[src/hw/crs_pkg.sv]
/*
  crs_pkg: constants, opcodes and states of the core register set.
  assumes nothing beyond a SystemVerilog compiler; imported by crs_core_regs.
*/
package crs_pkg;

  // AHB register byte offsets
  localparam logic [7:0] REG_INDEX = 8'h00;
  localparam logic [7:0] REG_STACK = 8'h04;
  localparam logic [7:0] REG_PCNT = 8'h08;
  localparam logic [7:0] REG_FLAGS = 8'h0C;
  localparam logic [7:0] REG_ACC = 8'h10;
  localparam logic [7:0] REG_CMD = 8'h14;
  localparam logic [7:0] REG_STATUS = 8'h18;

  // reset values and fixed addresses
  localparam logic [15:0] SP_RESET = 16'h00FF;
  localparam logic [7:0] SP_LOW_RESET = 8'hFF;
  localparam logic [15:0] RESET_VEC = 16'hFFFE;
  localparam logic [15:0] BREAK_VEC = 16'hFFFC;
  localparam logic [15:0] BREAK_VEC_MON = 16'hFEFC;
  localparam logic [7:0] FLAGS_RESET = 8'h68;
  localparam logic [7:0] FLAGS_ONES = 8'h60;

  // condition flag bit positions
  localparam int FL_V = 7;
  localparam int FL_H = 4;
  localparam int FL_I = 3;
  localparam int FL_N = 2;
  localparam int FL_Z = 1;
  localparam int FL_C = 0;

  // command register fields
  localparam int CMD_OP_LSB = 0;
  localparam int CMD_OPD_LSB = 8;
  localparam int CMD_DATA_LSB = 16;

  // timing
  localparam int IMM_CYCLES = 2;
  localparam logic [15:0] BRANCH_LEN = 16'h0002;
  localparam logic [2:0] STACK_FRAME_LAST = 3'h4;

  typedef enum logic [7:0] {
    OP_NOP = 8'h00,
    OP_STKLO = 8'h01,
    OP_UNMASK = 8'h02,
    OP_IRET = 8'h04,
    OP_TRAP = 8'h05,
    OP_PUSHH = 8'h06,
    OP_PULLH = 8'h07,
    OP_DECADJ = 8'h08,
    OP_SUB = 8'h09,
    OP_BLT = 8'h0A,
    OP_JMP = 8'h0B,
    OP_FETCH = 8'h0C,
    OP_ASR = 8'h47,
    OP_ASL = 8'h48,
    OP_BGE = 8'h90,
    OP_AND = 8'hA4,
    OP_ADJSTK = 8'hA7,
    OP_ADC = 8'hA9,
    OP_ADD = 8'hAB,
    OP_ADJIDX = 8'hAF
  } crs_op_t;

  typedef enum logic [4:0] {
    ST_IDLE = 5'b00001,
    ST_PUSH = 5'b00010,
    ST_PULL = 5'b00100,
    ST_VHI = 5'b01000,
    ST_VLO = 5'b10000
  } crs_state_t;

endpackage : crs_pkg

[src/hw/crs_core_regs.sv]
/*
  crs_core_regs: programmer-visible register set of an 8-bit core with its
  stacking, vector and flag logic, reached over an AHB-Lite slave.
  assumes a single-cycle-capable memory port on core_clk (req held until ack)
  and asynchronous irq/break pins, synchronised here.
*/
// Our own choices: the placing of the registers and the AHB-Lite interface to the registers.
// Overview of operation
// - index register is upper byte concatenated with lower byte, 16 bits
// - reset loads stack pointer with 00FF
// - stack low byte reset op forces low byte FF, high byte kept
// - push decrements stack pointer, pull increments it
// - stack-relative address is stack pointer plus 8 or 16 bit offset
// - program counter steps after each fetch unless jump, branch or interrupt
// - after reset the vector at FFFE/FFFF loads the program counter
// - flag bits 6 and 5 always read one
// - overflow flag tracks signed overflow; signed branches test it
// - half-carry from bit 3 to 4 on add; decimal adjust uses it with carry
// - maskable requests ignored while mask bit set
// - interrupt entry stacks, then sets mask, then fetches vector
// - upper index byte is not stacked by interrupt entry
// - interrupt return pulls registers and restores mask from stack
// - reset sets mask; only unmask op or interrupt return's pulled flags clear it
// - sign flag copies result bit 7
// - zero flag set when result is 00
// - carry from bit 7 on add, borrow on subtract, shifts update it
// - break runs software trap after instruction, vector FFFC or FEFC
// - interrupt return in break handler ends break if request dropped
// - immediate adjust ops add sign-extended byte to SP or index, 2 cycles
`timescale 1ns/100ps
module crs_core_regs
  import crs_pkg::*;
#(
  parameter logic [15:0] IRQ_VEC = 16'hFFFA
) (
  // clock and reset
  input wire logic core_clk,
  input wire logic reset_n,
  // ahb-lite slave
  input wire logic hsel,
  input wire logic [31:0] haddr,
  input wire logic [1:0] htrans,
  input wire logic hwrite,
  input wire logic [2:0] hsize,
  input wire logic [31:0] hwdata,
  input wire logic hready,
  output logic hreadyout,
  output logic hresp,
  output logic [31:0] hrdata,
  // memory port, same clock
  output logic mem_req,
  output logic mem_we,
  output logic [15:0] mem_addr,
  output logic [7:0] mem_wdata,
  input wire logic mem_ack,
  input wire logic [7:0] mem_rdata,
  // asynchronous requests and straps
  input wire logic irq_req,
  input wire logic break_req,
  input wire logic break_en,
  input wire logic monitor_mode,
  // status
  output logic break_active
);

  logic [3:0] sync1_q;
  logic [3:0] sync2_q;
  logic irq_s, brk_s, brk_en_s, mon_s;
  logic [15:0] hx_q, sp_q, pc_q;
  logic [7:0] ccr_q, acc_q;
  crs_state_t st_q;
  logic [2:0] step_q;
  logic single_q;
  logic [15:0] vec_q;
  logic brk_active_q;
  logic [1:0] wait_q;
  logic cmd_pend_q;
  crs_op_t cmd_op_q;
  logic [7:0] cmd_opd_q;
  logic [15:0] cmd_data_q;
  logic wr_q, rd_pend_q;
  logic [7:0] addr_q;
  logic [31:0] hrdata_q;
  logic ap_valid, wr_en, idle, irq_take, brk_take, take, go, mem_done, last;
  logic [15:0] sext_opd;
  logic [7:0] alu_res;
  logic alu_v, alu_h, alu_c;
  logic we_acc, we_v, we_h, we_c, we_nz;

  // level sync: first stage feeds only the second
  always_ff @(posedge core_clk) begin
    if (!reset_n) begin
      sync1_q <= 4'h0;
      sync2_q <= 4'h0;
    end else begin
      sync1_q <= {monitor_mode, break_en, break_req, irq_req};
      sync2_q <= sync1_q;
    end
  end
  assign irq_s = sync2_q[0];
  assign brk_s = sync2_q[1];
  assign brk_en_s = sync2_q[2];
  assign mon_s = sync2_q[3];

  function automatic logic [7:0] flags_view(input logic [7:0] f);
    flags_view = f | FLAGS_ONES;
  endfunction : flags_view

  function automatic logic [31:0] reg_read(input logic [7:0] a);
    case (a)
      REG_INDEX: reg_read = {16'h0000, hx_q};
      REG_STACK: reg_read = {16'h0000, sp_q};
      REG_PCNT: reg_read = {16'h0000, pc_q};
      REG_FLAGS: reg_read = {24'h00_0000, flags_view(ccr_q)};
      REG_ACC: reg_read = {24'h00_0000, acc_q};
      // upper half: stack pointer plus latched offset; an 8-bit offset has a zero upper byte
      REG_STATUS: reg_read = {sp_q + cmd_data_q, 3'h0, st_q, 4'h0, brk_active_q, ccr_q[FL_I], cmd_pend_q,
                              (st_q != ST_IDLE) || (wait_q != 2'h0)};
      default: reg_read = 32'h0000_0000;
    endcase
  endfunction : reg_read

  // ahb-lite: writes zero-wait, reads take one wait state so a read right
  // after a write always sees the written value
  assign ap_valid = hsel && hready && htrans[1];
  assign wr_en = wr_q && hready;
  assign hreadyout = !rd_pend_q;
  assign hresp = 1'b0;
  assign hrdata = hrdata_q;

  always_ff @(posedge core_clk) begin
    if (!reset_n) begin
      wr_q <= 1'b0;
      rd_pend_q <= 1'b0;
      addr_q <= 8'h00;
    end else if (hready) begin
      wr_q <= ap_valid && hwrite && (hsize == 3'h2) && (haddr[31:8] == 24'h00_0000);
      rd_pend_q <= ap_valid && !hwrite;
      addr_q <= (haddr[31:8] == 24'h00_0000) ? haddr[7:0] : 8'hFC;
    end else begin
      rd_pend_q <= 1'b0;
    end
  end

  always_ff @(posedge core_clk) begin
    if (!reset_n) begin
      hrdata_q <= 32'h0000_0000;
    end else if (rd_pend_q) begin
      hrdata_q <= reg_read(addr_q);
    end
  end

  // command latch: a write while one is pending is dropped
  always_ff @(posedge core_clk) begin
    if (!reset_n) begin
      cmd_pend_q <= 1'b0;
      cmd_op_q <= OP_NOP;
      cmd_opd_q <= 8'h00;
      cmd_data_q <= 16'h0000;
    end else if (wr_en && addr_q == REG_CMD && !cmd_pend_q) begin
      cmd_pend_q <= 1'b1;
      cmd_op_q <= crs_op_t'(hwdata[CMD_OP_LSB +: 8]);
      cmd_opd_q <= hwdata[CMD_OPD_LSB +: 8];
      cmd_data_q <= hwdata[CMD_DATA_LSB +: 16];
    end else if (go) begin
      cmd_pend_q <= 1'b0;
    end
  end

  // sequencing
  assign idle = (st_q == ST_IDLE) && (wait_q == 2'h0);
  assign irq_take = idle && irq_s && !ccr_q[FL_I];
  assign brk_take = idle && brk_en_s && brk_s && !brk_active_q;
  assign take = irq_take || brk_take;
  assign go = idle && !take && cmd_pend_q;
  assign mem_done = mem_req && mem_ack;
  assign last = single_q || (step_q == STACK_FRAME_LAST);
  assign sext_opd = {{8{cmd_opd_q[7]}}, cmd_opd_q};

  assign mem_req = (st_q != ST_IDLE);
  assign mem_we = (st_q == ST_PUSH);
  assign break_active = brk_active_q;

  always_comb begin
    case (st_q)
      ST_PUSH: mem_addr = sp_q;
      ST_PULL: mem_addr = sp_q + 16'h0001;
      ST_VHI: mem_addr = vec_q;
      ST_VLO: mem_addr = vec_q + 16'h0001;
      default: mem_addr = 16'h0000;
    endcase
  end

  // frame: pc low, pc high, x, acc, flags; upper index byte stacked only by the single push op
  always_comb begin
    if (single_q) begin
      mem_wdata = hx_q[15:8];
    end else begin
      case (step_q)
        3'h0: mem_wdata = pc_q[7:0];
        3'h1: mem_wdata = pc_q[15:8];
        3'h2: mem_wdata = hx_q[7:0];
        3'h3: mem_wdata = acc_q;
        default: mem_wdata = flags_view(ccr_q);
      endcase
    end
  end

  always_ff @(posedge core_clk) begin
    if (!reset_n) begin
      st_q <= ST_VHI;
      step_q <= 3'h0;
      single_q <= 1'b0;
      vec_q <= RESET_VEC;
      wait_q <= 2'h0;
    end else begin
      if (wait_q != 2'h0) begin
        wait_q <= wait_q - 2'h1;
      end
      case (st_q)
        ST_IDLE: begin
          step_q <= 3'h0;
          if (take) begin
            st_q <= ST_PUSH;
            single_q <= 1'b0;
            vec_q <= brk_take ? (mon_s ? BREAK_VEC_MON : BREAK_VEC) : IRQ_VEC;
          end else if (go) begin
            case (cmd_op_q)
              OP_TRAP: begin
                st_q <= ST_PUSH;
                single_q <= 1'b0;
                vec_q <= mon_s ? BREAK_VEC_MON : BREAK_VEC;
              end
              OP_IRET: begin
                st_q <= ST_PULL;
                single_q <= 1'b0;
              end
              OP_PUSHH: begin
                st_q <= ST_PUSH;
                single_q <= 1'b1;
              end
              OP_PULLH: begin
                st_q <= ST_PULL;
                single_q <= 1'b1;
              end
              OP_ADJSTK, OP_ADJIDX, OP_AND, OP_ADD, OP_ADC: wait_q <= 2'(IMM_CYCLES - 1);
              default: wait_q <= 2'h0;
            endcase
          end
        end
        ST_PUSH: begin
          if (mem_done) begin
            step_q <= step_q + 3'h1;
            if (last) begin
              st_q <= single_q ? ST_IDLE : ST_VHI;
            end
          end
        end
        ST_PULL: begin
          if (mem_done) begin
            step_q <= step_q + 3'h1;
            if (last) begin
              st_q <= ST_IDLE;
            end
          end
        end
        ST_VHI: begin
          if (mem_done) begin
            st_q <= ST_VLO;
          end
        end
        ST_VLO: begin
          if (mem_done) begin
            st_q <= ST_IDLE;
          end
        end
        default: st_q <= ST_IDLE;
      endcase
    end
  end

  always_ff @(posedge core_clk) begin
    if (!reset_n) begin
      brk_active_q <= 1'b0;
    end else if (brk_take) begin
      brk_active_q <= 1'b1;
    end else if (st_q == ST_PULL && mem_done && last && !single_q && !brk_s) begin
      brk_active_q <= 1'b0;
    end
  end

  // alu and flag results
  always_comb begin
    logic [8:0] wide;
    logic [4:0] half;
    logic [7:0] corr;
    wide = 9'h000;
    half = 5'h00;
    corr = 8'h00;
    alu_res = acc_q;
    alu_v = 1'b0;
    alu_h = 1'b0;
    alu_c = 1'b0;
    we_acc = 1'b0;
    we_v = 1'b0;
    we_h = 1'b0;
    we_c = 1'b0;
    we_nz = 1'b0;
    case (cmd_op_q)
      OP_ADD, OP_ADC: begin
        wide = {1'b0, acc_q} + {1'b0, cmd_opd_q} + {8'h00, (cmd_op_q == OP_ADC) && ccr_q[FL_C]};
        half = {1'b0, acc_q[3:0]} + {1'b0, cmd_opd_q[3:0]} + {4'h0, (cmd_op_q == OP_ADC) && ccr_q[FL_C]};
        alu_res = wide[7:0];
        alu_c = wide[8];
        alu_h = half[4];
        alu_v = (acc_q[7] == cmd_opd_q[7]) && (wide[7] != acc_q[7]);
        {we_acc, we_v, we_h, we_c, we_nz} = 5'b11111;
      end
      OP_SUB: begin
        wide = {1'b0, acc_q} - {1'b0, cmd_opd_q};
        alu_res = wide[7:0];
        alu_c = wide[8];
        alu_v = (acc_q[7] != cmd_opd_q[7]) && (wide[7] != acc_q[7]);
        {we_acc, we_v, we_h, we_c, we_nz} = 5'b11011;
      end
      OP_AND: begin
        alu_res = acc_q & cmd_opd_q;
        alu_v = 1'b0;
        {we_acc, we_v, we_h, we_c, we_nz} = 5'b11001;
      end
      OP_ASL: begin
        alu_res = {acc_q[6:0], 1'b0};
        alu_c = acc_q[7];
        alu_v = acc_q[6] ^ acc_q[7];
        {we_acc, we_v, we_h, we_c, we_nz} = 5'b11011;
      end
      OP_ASR: begin
        alu_res = {acc_q[7], acc_q[7:1]};
        alu_c = acc_q[0];
        alu_v = acc_q[7] ^ acc_q[0];
        {we_acc, we_v, we_h, we_c, we_nz} = 5'b11011;
      end
      OP_DECADJ: begin
        corr[3:0] = (acc_q[3:0] > 4'h9 || ccr_q[FL_H]) ? 4'h6 : 4'h0;
        corr[7:4] = (acc_q > 8'h99 || ccr_q[FL_C]) ? 4'h6 : 4'h0;
        alu_res = acc_q + corr;
        alu_c = corr[7:4] != 4'h0;
        {we_acc, we_v, we_h, we_c, we_nz} = 5'b10011;
      end
      default: begin
        alu_res = acc_q;
      end
    endcase
  end

  always_ff @(posedge core_clk) begin
    if (!reset_n) begin
      ccr_q <= FLAGS_RESET;
    end else if (st_q == ST_PUSH && mem_done && last && !single_q) begin
      ccr_q[FL_I] <= 1'b1;
    end else if (st_q == ST_PULL && mem_done && !single_q && step_q == 3'h0) begin
      ccr_q <= flags_view(mem_rdata);
    end else if (go) begin
      if (cmd_op_q == OP_UNMASK) begin
        ccr_q[FL_I] <= 1'b0;
      end
      if (we_v) begin
        ccr_q[FL_V] <= alu_v;
      end
      if (we_h) begin
        ccr_q[FL_H] <= alu_h;
      end
      if (we_c) begin
        ccr_q[FL_C] <= alu_c;
      end
      if (we_nz) begin
        ccr_q[FL_N] <= alu_res[7];
        ccr_q[FL_Z] <= (alu_res == 8'h00);
      end
    end else if (wr_en && addr_q == REG_FLAGS) begin
      // software may not touch the mask bit here
      ccr_q <= {hwdata[FL_V], 2'b11, hwdata[FL_H], ccr_q[FL_I], hwdata[FL_N], hwdata[FL_Z], hwdata[FL_C]};
    end
  end

  always_ff @(posedge core_clk) begin
    if (!reset_n) begin
      acc_q <= 8'h00;
    end else if (st_q == ST_PULL && mem_done && !single_q && step_q == 3'h1) begin
      acc_q <= mem_rdata;
    end else if (go && we_acc) begin
      acc_q <= alu_res;
    end else if (wr_en && addr_q == REG_ACC) begin
      acc_q <= hwdata[7:0];
    end
  end

  always_ff @(posedge core_clk) begin
    if (!reset_n) begin
      sp_q <= SP_RESET;
    end else if (st_q == ST_PUSH && mem_done) begin
      sp_q <= sp_q - 16'h0001;
    end else if (st_q == ST_PULL && mem_done) begin
      sp_q <= sp_q + 16'h0001;
    end else if (go && cmd_op_q == OP_STKLO) begin
      sp_q <= {sp_q[15:8], SP_LOW_RESET};
    end else if (go && cmd_op_q == OP_ADJSTK) begin
      sp_q <= sp_q + sext_opd;
    end else if (wr_en && addr_q == REG_STACK) begin
      sp_q <= hwdata[15:0];
    end
  end

  always_ff @(posedge core_clk) begin
    if (!reset_n) begin
      hx_q <= 16'h0000;
    end else if (st_q == ST_PULL && mem_done && single_q) begin
      hx_q[15:8] <= mem_rdata;
    end else if (st_q == ST_PULL && mem_done && step_q == 3'h2) begin
      hx_q[7:0] <= mem_rdata;
    end else if (go && cmd_op_q == OP_ADJIDX) begin
      hx_q <= hx_q + sext_opd;
    end else if (wr_en && addr_q == REG_INDEX) begin
      hx_q <= hwdata[15:0];
    end
  end

  always_ff @(posedge core_clk) begin
    if (!reset_n) begin
      pc_q <= 16'h0000;
    end else if (st_q == ST_VHI && mem_done) begin
      pc_q[15:8] <= mem_rdata;
    end else if (st_q == ST_VLO && mem_done) begin
      pc_q[7:0] <= mem_rdata;
    end else if (st_q == ST_PULL && mem_done && !single_q && step_q == 3'h3) begin
      pc_q[15:8] <= mem_rdata;
    end else if (st_q == ST_PULL && mem_done && !single_q && step_q == 3'h4) begin
      pc_q[7:0] <= mem_rdata;
    end else if (go) begin
      case (cmd_op_q)
        OP_FETCH: pc_q <= pc_q + 16'h0001;
        OP_JMP: pc_q <= cmd_data_q;
        OP_BGE: pc_q <= pc_q + BRANCH_LEN + ((ccr_q[FL_N] ^ ccr_q[FL_V]) ? 16'h0000 : sext_opd);
        OP_BLT: pc_q <= pc_q + BRANCH_LEN + ((ccr_q[FL_N] ^ ccr_q[FL_V]) ? sext_opd : 16'h0000);
        default: pc_q <= pc_q;
      endcase
    end else if (wr_en && addr_q == REG_PCNT) begin
      pc_q <= hwdata[15:0];
    end
  end

endmodule : crs_core_regs

[config.mk]
export PLATFORM = sky130hd
export DESIGN_NAME = crs_core_regs
export DESIGN_NICKNAME = d
export VERILOG_FILES = /design/src/hw/crs_pkg.sv /design/src/hw/crs_core_regs.sv
export SDC_FILE = /design/constraint.sdc
export NUM_CORES = 1
export LEC_CHECK = 0
export BUFFER_PORTS_ARGS = -buffer_cell sky130_fd_sc_hd__clkbuf_2
export CORE_MARGIN = 5
export CORE_UTILIZATION = 24
export DETAILED_ROUTE_END_ITERATION = 8
export PLACE_DENSITY = 0.43
export SLEW_MARGIN = 25
export SYNTH_ARGS = -nofsm -noshare
export SYNTH_HDL_FRONTEND = slang
export SYNTH_SLANG_ARGS = --single-unit
[constraint.sdc]
create_clock -name core_clk -period 6.6 [get_ports core_clk]
set_clock_uncertainty 0.2 [all_clocks]
set_input_delay 0.66 -clock core_clk [delete_from_list [all_inputs] [get_ports core_clk]]
set_output_delay 0.66 -clock core_clk [all_outputs]
set_load 0.02 [all_outputs]
# ---- Word-level counts from Yosys, hierarchy flattened
# Cells that the tools add are included.
dict set report totals {
  regBits 173
  word_cells 305
}
dict set report op_classes {
  addsub 18
  order_cmp 2
  eq_ne 60
  muxes 80
  n_bitwise 8
  reduce_logical 109
}
# cell n
set op_table {}
lappend op_table {{2-to-1 mux 16 bit} 15}
lappend op_table {{one-hot mux 32 bit (6 select lines)} 1}
lappend op_table {{2-to-1 mux 8 bit} 17}
lappend op_table {{one-hot mux 16 bit (4 select lines)} 2}
lappend op_table {{adder 16 bit} 5}
lappend op_table {{equality test 8 x 4 -> 1 bit (second input constant)} 7}
lappend op_table {{adder 16 x 1 -> 16 bit (second input constant)} 3}
lappend op_table {{equality test 8 bit (second input constant)} 6}
lappend op_table {{one-hot mux 8 bit (6 select lines)} 1}
lappend op_table {{logical AND 1 bit} 46}
lappend op_table {{2-to-1 mux 5 bit} 9}
lappend op_table {{equality test 8 x 3 -> 1 bit (second input constant)} 5}
lappend op_table {{one-hot mux 8 bit (4 select lines)} 1}
lappend op_table {{one-hot mux 5 bit (5 select lines)} 1}
lappend op_table {{equality test 8 x 5 -> 1 bit (second input constant)} 3}
lappend op_table {{zero test 24 bit} 1}
lappend op_table {{AND reduction 3 bit} 6}
lappend op_table {{adder 16 x 2 -> 16 bit (second input constant)} 1}
lappend op_table {{equality test 8 x 7 -> 1 bit (second input constant)} 2}
lappend op_table {{zero test 8 bit} 2}
lappend op_table {{2-to-1 mux 1 bit} 16}
lappend op_table {{nonzero test 2 bit} 8}
lappend op_table {{nonzero test 4 bit} 4}
lappend op_table {{subtractor 16 x 1 -> 16 bit (second input constant)} 1}
lappend op_table {{other kinds (56)} 114}

# ---- Logic depth before layout (Yosys ltp)
dict set report depth {
  ltp_word 14
  ltp_mapped 15
}

# ---- Least setup slack after synthesis
# OpenSTA, ideal clock, no wires.
dict set report synth_timing {
  path_kind {register -> register}
  from {register cmd_op_q[5]}
  to {register ccr_q[1]}
  setup_time_ps 101
  arrival_ps 3372
  t_required_ps 6299
  path_slack_ps 2927
  stages_incl_launch_ff 13
  period_less_slack_ps 3673
  cell_sequence {dfxtp_1 > nor4bb_1 > nand3_1 > fa_1 > fa_1 > xnor2_1 > nor2_1 > a21oi_1 > o32ai_1 > a221oi_1 > o21ai_0 > or4_1 > o41ai_1}
}
dict set report synth_between {
  elab_chain_len 8
}
# item line_no
set synth_rtl {}
lappend synth_rtl {{start: declaration} crs_core_regs.sv:78} ;# crs_op_t cmd_op_q;
lappend synth_rtl {{start signal: assignment} crs_core_regs.sv:162} ;# cmd_op_q <= crs_op_t'(hwdata[CMD_OP_LSB +: 8]);
lappend synth_rtl {{equality test 8 bit} {crs_core_regs.sv:309, crs_core_regs.sv:311}}
lappend synth_rtl {{logical AND 1 bit} crs_core_regs.sv:311} ;# wide = {1'b0, acc_q} + {1'b0, cmd_opd_q} + {8'h00, (cmd_op_q == OP_ADC) && ccr_q[FL_C]};
lappend synth_rtl {{adder 9 x 1 -> 9 bit} crs_core_regs.sv:311}
lappend synth_rtl {{one-hot mux 8 bit (6 select lines)} crs_core_regs.sv:309} ;# case (cmd_op_q)
lappend synth_rtl {{zero test 8 bit} crs_core_regs.sv:378} ;# ccr_q[FL_Z] <= (alu_res == 8'h00);
lappend synth_rtl {{2-to-1 mux 2 bit} crs_core_regs.sv:376} ;# if (we_nz) begin
lappend synth_rtl {{2-to-1 mux 5 bit} crs_core_regs.sv:363} ;# end else if (go) begin
lappend synth_rtl {{2-to-1 mux 8 bit} crs_core_regs.sv:361} ;# end else if (st_q == ST_PULL && mem_done && !single_q && step_q == 3'h0) begin
lappend synth_rtl {{end signal: assignment} crs_core_regs.sv:362} ;# ccr_q <= flags_view(mem_rdata);
lappend synth_rtl {{end signal: indexed assignment} crs_core_regs.sv:377} ;# ccr_q[FL_N] <= alu_res[7];
lappend synth_rtl {{end signal: indexed assignment} crs_core_regs.sv:378}
lappend synth_rtl {{end: declaration} crs_core_regs.sv:70} ;# logic [7:0] ccr_q, acc_q;
# Several ways; a longest one is shown, not always the timed one. The select of a mux whose other input is x is not followed.
# A chain may end at the register's enable or synchronous reset.

# ---- Final worst setup path
dict set report layout_timing {
  from {register cmd_op_q[7]}
  to {register pc_q[14]}
}
dict set report layout_between {
  elab_chain_len 7
}
# item line_no
set layout_rtl {}
lappend layout_rtl {{equality test 8 x 4 -> 1 bit / equality test 8 bit (equally long branches)} crs_core_regs.sv:440} ;# case (cmd_op_q)
lappend layout_rtl {{one-hot mux 16 bit (4 select lines)} crs_core_regs.sv:440}
lappend layout_rtl {{2-to-1 mux 16 bit} crs_core_regs.sv:439} ;# end else if (go) begin
lappend layout_rtl {{2-to-1 mux 8 bit} crs_core_regs.sv:437} ;# end else if (st_q == ST_PULL && mem_done && !single_q && step_q == 3'h4) begin
lappend layout_rtl {{2-to-1 mux 8 bit} crs_core_regs.sv:435} ;# end else if (st_q == ST_PULL && mem_done && !single_q && step_q == 3'h3) begin
lappend layout_rtl {{2-to-1 mux 8 bit} crs_core_regs.sv:433} ;# end else if (st_q == ST_VLO && mem_done) begin
lappend layout_rtl {{2-to-1 mux 8 bit} crs_core_regs.sv:431} ;# end else if (st_q == ST_VHI && mem_done) begin
lappend layout_rtl {{end signal: assignment} crs_core_regs.sv:432} ;# pc_q[15:8] <= mem_rdata;
lappend layout_rtl {{end signal: assignment} crs_core_regs.sv:436} ;# pc_q[15:8] <= mem_rdata;
lappend layout_rtl {{end signal: assignment} crs_core_regs.sv:441} ;# OP_FETCH: pc_q <= pc_q + 16'h0001;
lappend layout_rtl {{end: declaration} crs_core_regs.sv:69} ;# logic [15:0] hx_q, sp_q, pc_q;
# Several ways; a longest one is shown, not always the timed one. The select of a mux whose other input is x is not followed.

==> summary.md <==
| Metric | Value |
|---|---|
| Status | completed |
| Port-buffer cells | 145 |
| CTS tree | built |
| Hold WS | 0.137 ns |
| Pins over their slew limit | 0 |
| Post-synth top flop | dfxtp_1 |
| Power Density | 180 mW/mm^2 |
| Worst reg2reg path depth | 13 |
| Post-Syn Instances | 1930 |
| Hold Buf Count CTS | 0 |
| Setup CP Type | flop to flop |
| Initial DRC Count | 1661 |
| Critical path capture point type | flop |
| Clock buffer depth | 2 |
| CP max stage delay | 0.78 ns |
| RD Place Congestion | 0.923 |
| RSZ-0062 raised after global routing | no |
| Critical path buffers and inverters | 0 |
| Clock latency on the worst-skew pair | 0.50 ns |
| Dpl cell area | 0.0154 sq mm |
| Share of the synthesized area in the top cell type | 22.7% |
| Hold Path Sink | rd_pend_q$_SDFF_PN0_ |
| Post-CTS sizing | 0 |
| Final hold vios | 0 |
| Ys Warns | 0 |
| GRT Overall Usage | 20.6% |
| Fillers | 6436 |
| Multi-input gate area | 0.0102 sq mm |
| Setup Slack @ Placement | 1.84 ns |
| Leading post-synthesis cells by cell area | dfxtp_1 23%, ha_1 7.9%, a21oi_1 7.0% |
| Critical-path maximum fanout | 10 |
| Storage cell area | 0.00320 sq mm |
| # Max-Cap Violations | 0 |
| Clk slew on worst S/H paths | 0.07 ns |
| Yosys top cell by area | dfxtp_1 |
| Placement Rows | 88 |
| Setup TNS | 0 ns |
| Die Height | 252 microns |
| Period utilization | 73.7% |
| Leakage power | 6.03 nW |
| Vias in the first global route | 14746 |
| Max Freq | 0.206 GHz |
| Vias | 15577 |
| Ports | 148 |
| Hold path depth | 2 |
| Die width | 252 microns |
| Commonest non-fill, non-tap cell in the layout | nand2_1 |
| DR vias/cell | 5.66 |
| Largest net degree at the start of global routing | 71 |
| First-pass GRT wire length | 99200 microns |
| Worst EP arrival | 5.08 ns |
| Core area | 0.0579 sq mm |
| WL per Instance | 24.7 microns |
| Synth cell types | 96 |
| Commonest cells after routing, fill and taps aside | 235 x nand2_1, 196 x a21oi_1, 172 x nor2_1 |
| Number of buffers created by CTS | 17 |
| Mapped Area | 0.0141 sq mm |
| Initial antenna violation count | 0 |
| Num Clock Sinks | 160 |
| Req. time, crit path | 6.81 ns |
| Crit Reg-Reg Endpoint | pc_q[14]$_SDFFE_PN0P_ |
| Startpoint type of the worst setup path | flop |
| CTS root buf | clkbuf_16 |
| Slack of the worst reg-to-reg path | 1.74 ns |
| H-tree depth | 4 |
| Slew @ Worst Pin | 0.966 ns |
| #FFs+latches synth | 160 |
| Crit-path most repeated cell | a21oi_1 |
| Area Growth Syn to Fin | 13.3% |
| Ratio of cells with drive above 1 in the final layout | 12.3% |
| Slew Limit Headroom | 35.5% |
| Pwr Total | 2.88 mW |
| Residual DRC | 0 |
| Fin crit period | 4.86 ns |
| Final setup viols | 0 |
| Initial Util | 24.3% |
| Die area | 0.0636 sq mm |
| Setup bufs post-CTS | 0 |
| Critical path's slowest cell | nor4_2 |
| Ys async rst share | 0% |
| DP Wirelength | 50700 microns |
| Sequential share of the synthesized area | 22.7% |
| Mean Syn Cell Area | 7.30 sq um |
| Final nets | 2162 |
| Syn Nets | 2114 |
| CP top delay family | simple AND/OR/NAND/NOR gates |
| Worst Min Path Start | hwrite |
| WL final | 68000 microns |
| Cells along the critical path | nor4_2, nand4b_1, xnor2_1, and2_1, ha_1, a21oi_1, o21ai_0, a21oi_1, nand2b_1, o2111ai_1, a21oi_1, o221ai_1, a21oi_1 |
| Worst setup margin | 1.74 ns |
| Worst vdd ir | 0.197 mV |
| Routed Antenna Nets | 0 |
| Post-synth EDFFs | 0 |
| Fin area | 0.0160 sq mm |
| R2r startpoint | cmd_op_q[7]$_SDFFE_PN0P_ |
| N_diodes | 0 |
| Worst hold path type | primary input to flop |
| TritonRoute pass-1 iters | 7 |
| Gr ovfl total | 0 |
cells by family (layout without fill, tap and decap cells):
logic type	after synthesis	count (layout)	share of synthesized area [%]
mux	7	7	0.515
flops	160	160	22.7
other cells	1	1	0.0266
buf+inv	192	251	5.38
xor+xnor	93	93	5.78
simple gates	717	717	25.0
compound gates	663	663	31.5
fa+ha+maj	97	97	9.04
routing by layer:
| layer | part of all wire, % | vias to the layer above | track usage, % |
|---|---|---|---|
| met5 | 0 | - | 0 |
| met4 | 3.2 | 0 | 7.20 |
| li1 | - | 7269 | - |
| met1 | 46 | 7499 | 29.3 |
| met2 | 43 | 695 | 31.3 |
| met3 | 7.4 | 114 | 3.84 |
how the worst max path moves through the flow:
stage / start / endpoint / cells past startpoint / slack, ns
after floorplan: cmd_op_q[5]$_SDFFE_PN0P_ / ccr_q[1]$_SDFFE_PN0P_ / 12 / 2.93
after global placement: cmd_op_q[7]$_SDFFE_PN0P_ / pc_q[14]$_SDFFE_PN0P_ / 13 / 1.93
after detailed placement: cmd_op_q[7]$_SDFFE_PN0P_ / pc_q[14]$_SDFFE_PN0P_ / 13 / 1.84
after CTS: cmd_op_q[7]$_SDFFE_PN0P_ / pc_q[14]$_SDFFE_PN0P_ / 13 / 1.80
after global routing: cmd_op_q[7]$_SDFFE_PN0P_ / pc_q[14]$_SDFFE_PN0P_ / 13 / 1.29
final: cmd_op_q[7]$_SDFFE_PN0P_ / pc_q[14]$_SDFFE_PN0P_ / 13 / 1.74
metrics by stage:
| stage | std cells | utilization [%] |
|---|---|---|
| finish | 2754 | 27.5 |
| global route | 2754 | 27.5 |
| CTS | 2754 | 27.5 |
| detailed placement | 2724 | 26.6 |
| global placement | 2724 | 26.6 |
| floorplan | 1930 | - |
cell usage after synthesis (10+ instances only):
cell / instances
nor3_1: 43
o21bai_1: 10
xnor2_1: 57
a211oi_1: 28
nor4_1: 18
and2_1: 24
dfxtp_1: 160
o22ai_1: 12
nand4_1: 20
ha_1: 89
o31ai_1: 10
clkbuf_1: 118
a22oi_1: 42
or3_1: 22
a21o_1: 23
a211o_1: 11
o221ai_1: 18
inv_1: 51
buf_2: 13
nand2_1: 235
nand2b_1: 17
a21oi_1: 197
a31oi_1: 18
o21ai_0: 111
nand3_1: 45
a222oi_1: 15
and3_1: 37
xor2_1: 36
nor2_1: 174
nor2b_1: 14
o21a_1: 16
a221oi_1: 17
o211ai_1: 39
power by group:
| part | switching (mW) | total (mW) | internal, mW |
|---|---|---|---|
| clock network | 0.474 | 0.995 | 0.520 |
| registers | 0.106 | 1.10 | 0.998 |
| logic | 0.518 | 0.777 | 0.259 |
| total | 1.10 | 2.88 | 1.78 |
area by class of cell:
type,count,area share (%)
multi-input cells,1578,63.6
flip-flops and latches,160,20.1
well taps,765,6.00
repair buffers,170,5.72
clock buffers,19,2.78
inverters,51,1.21
clock inverters,11,0.580
registers in the layout, indices dropped and copies added, names as in the netlist, 2 cells and up:
name / flops
addr_q: 8
vec_q: 3
cmd_opd_q: 8
hrdata: 32
hx_q: 16
step_q: 3
ccr_q: 6
cmd_op_q: 8
acc_q: 8
sync1_q: 4
sp_q: 16
cmd_data_q: 16
st_q: 5
wait_q: 2
sync2_q: 4
pc_q: 16
(Power assumes the default switching activity.)
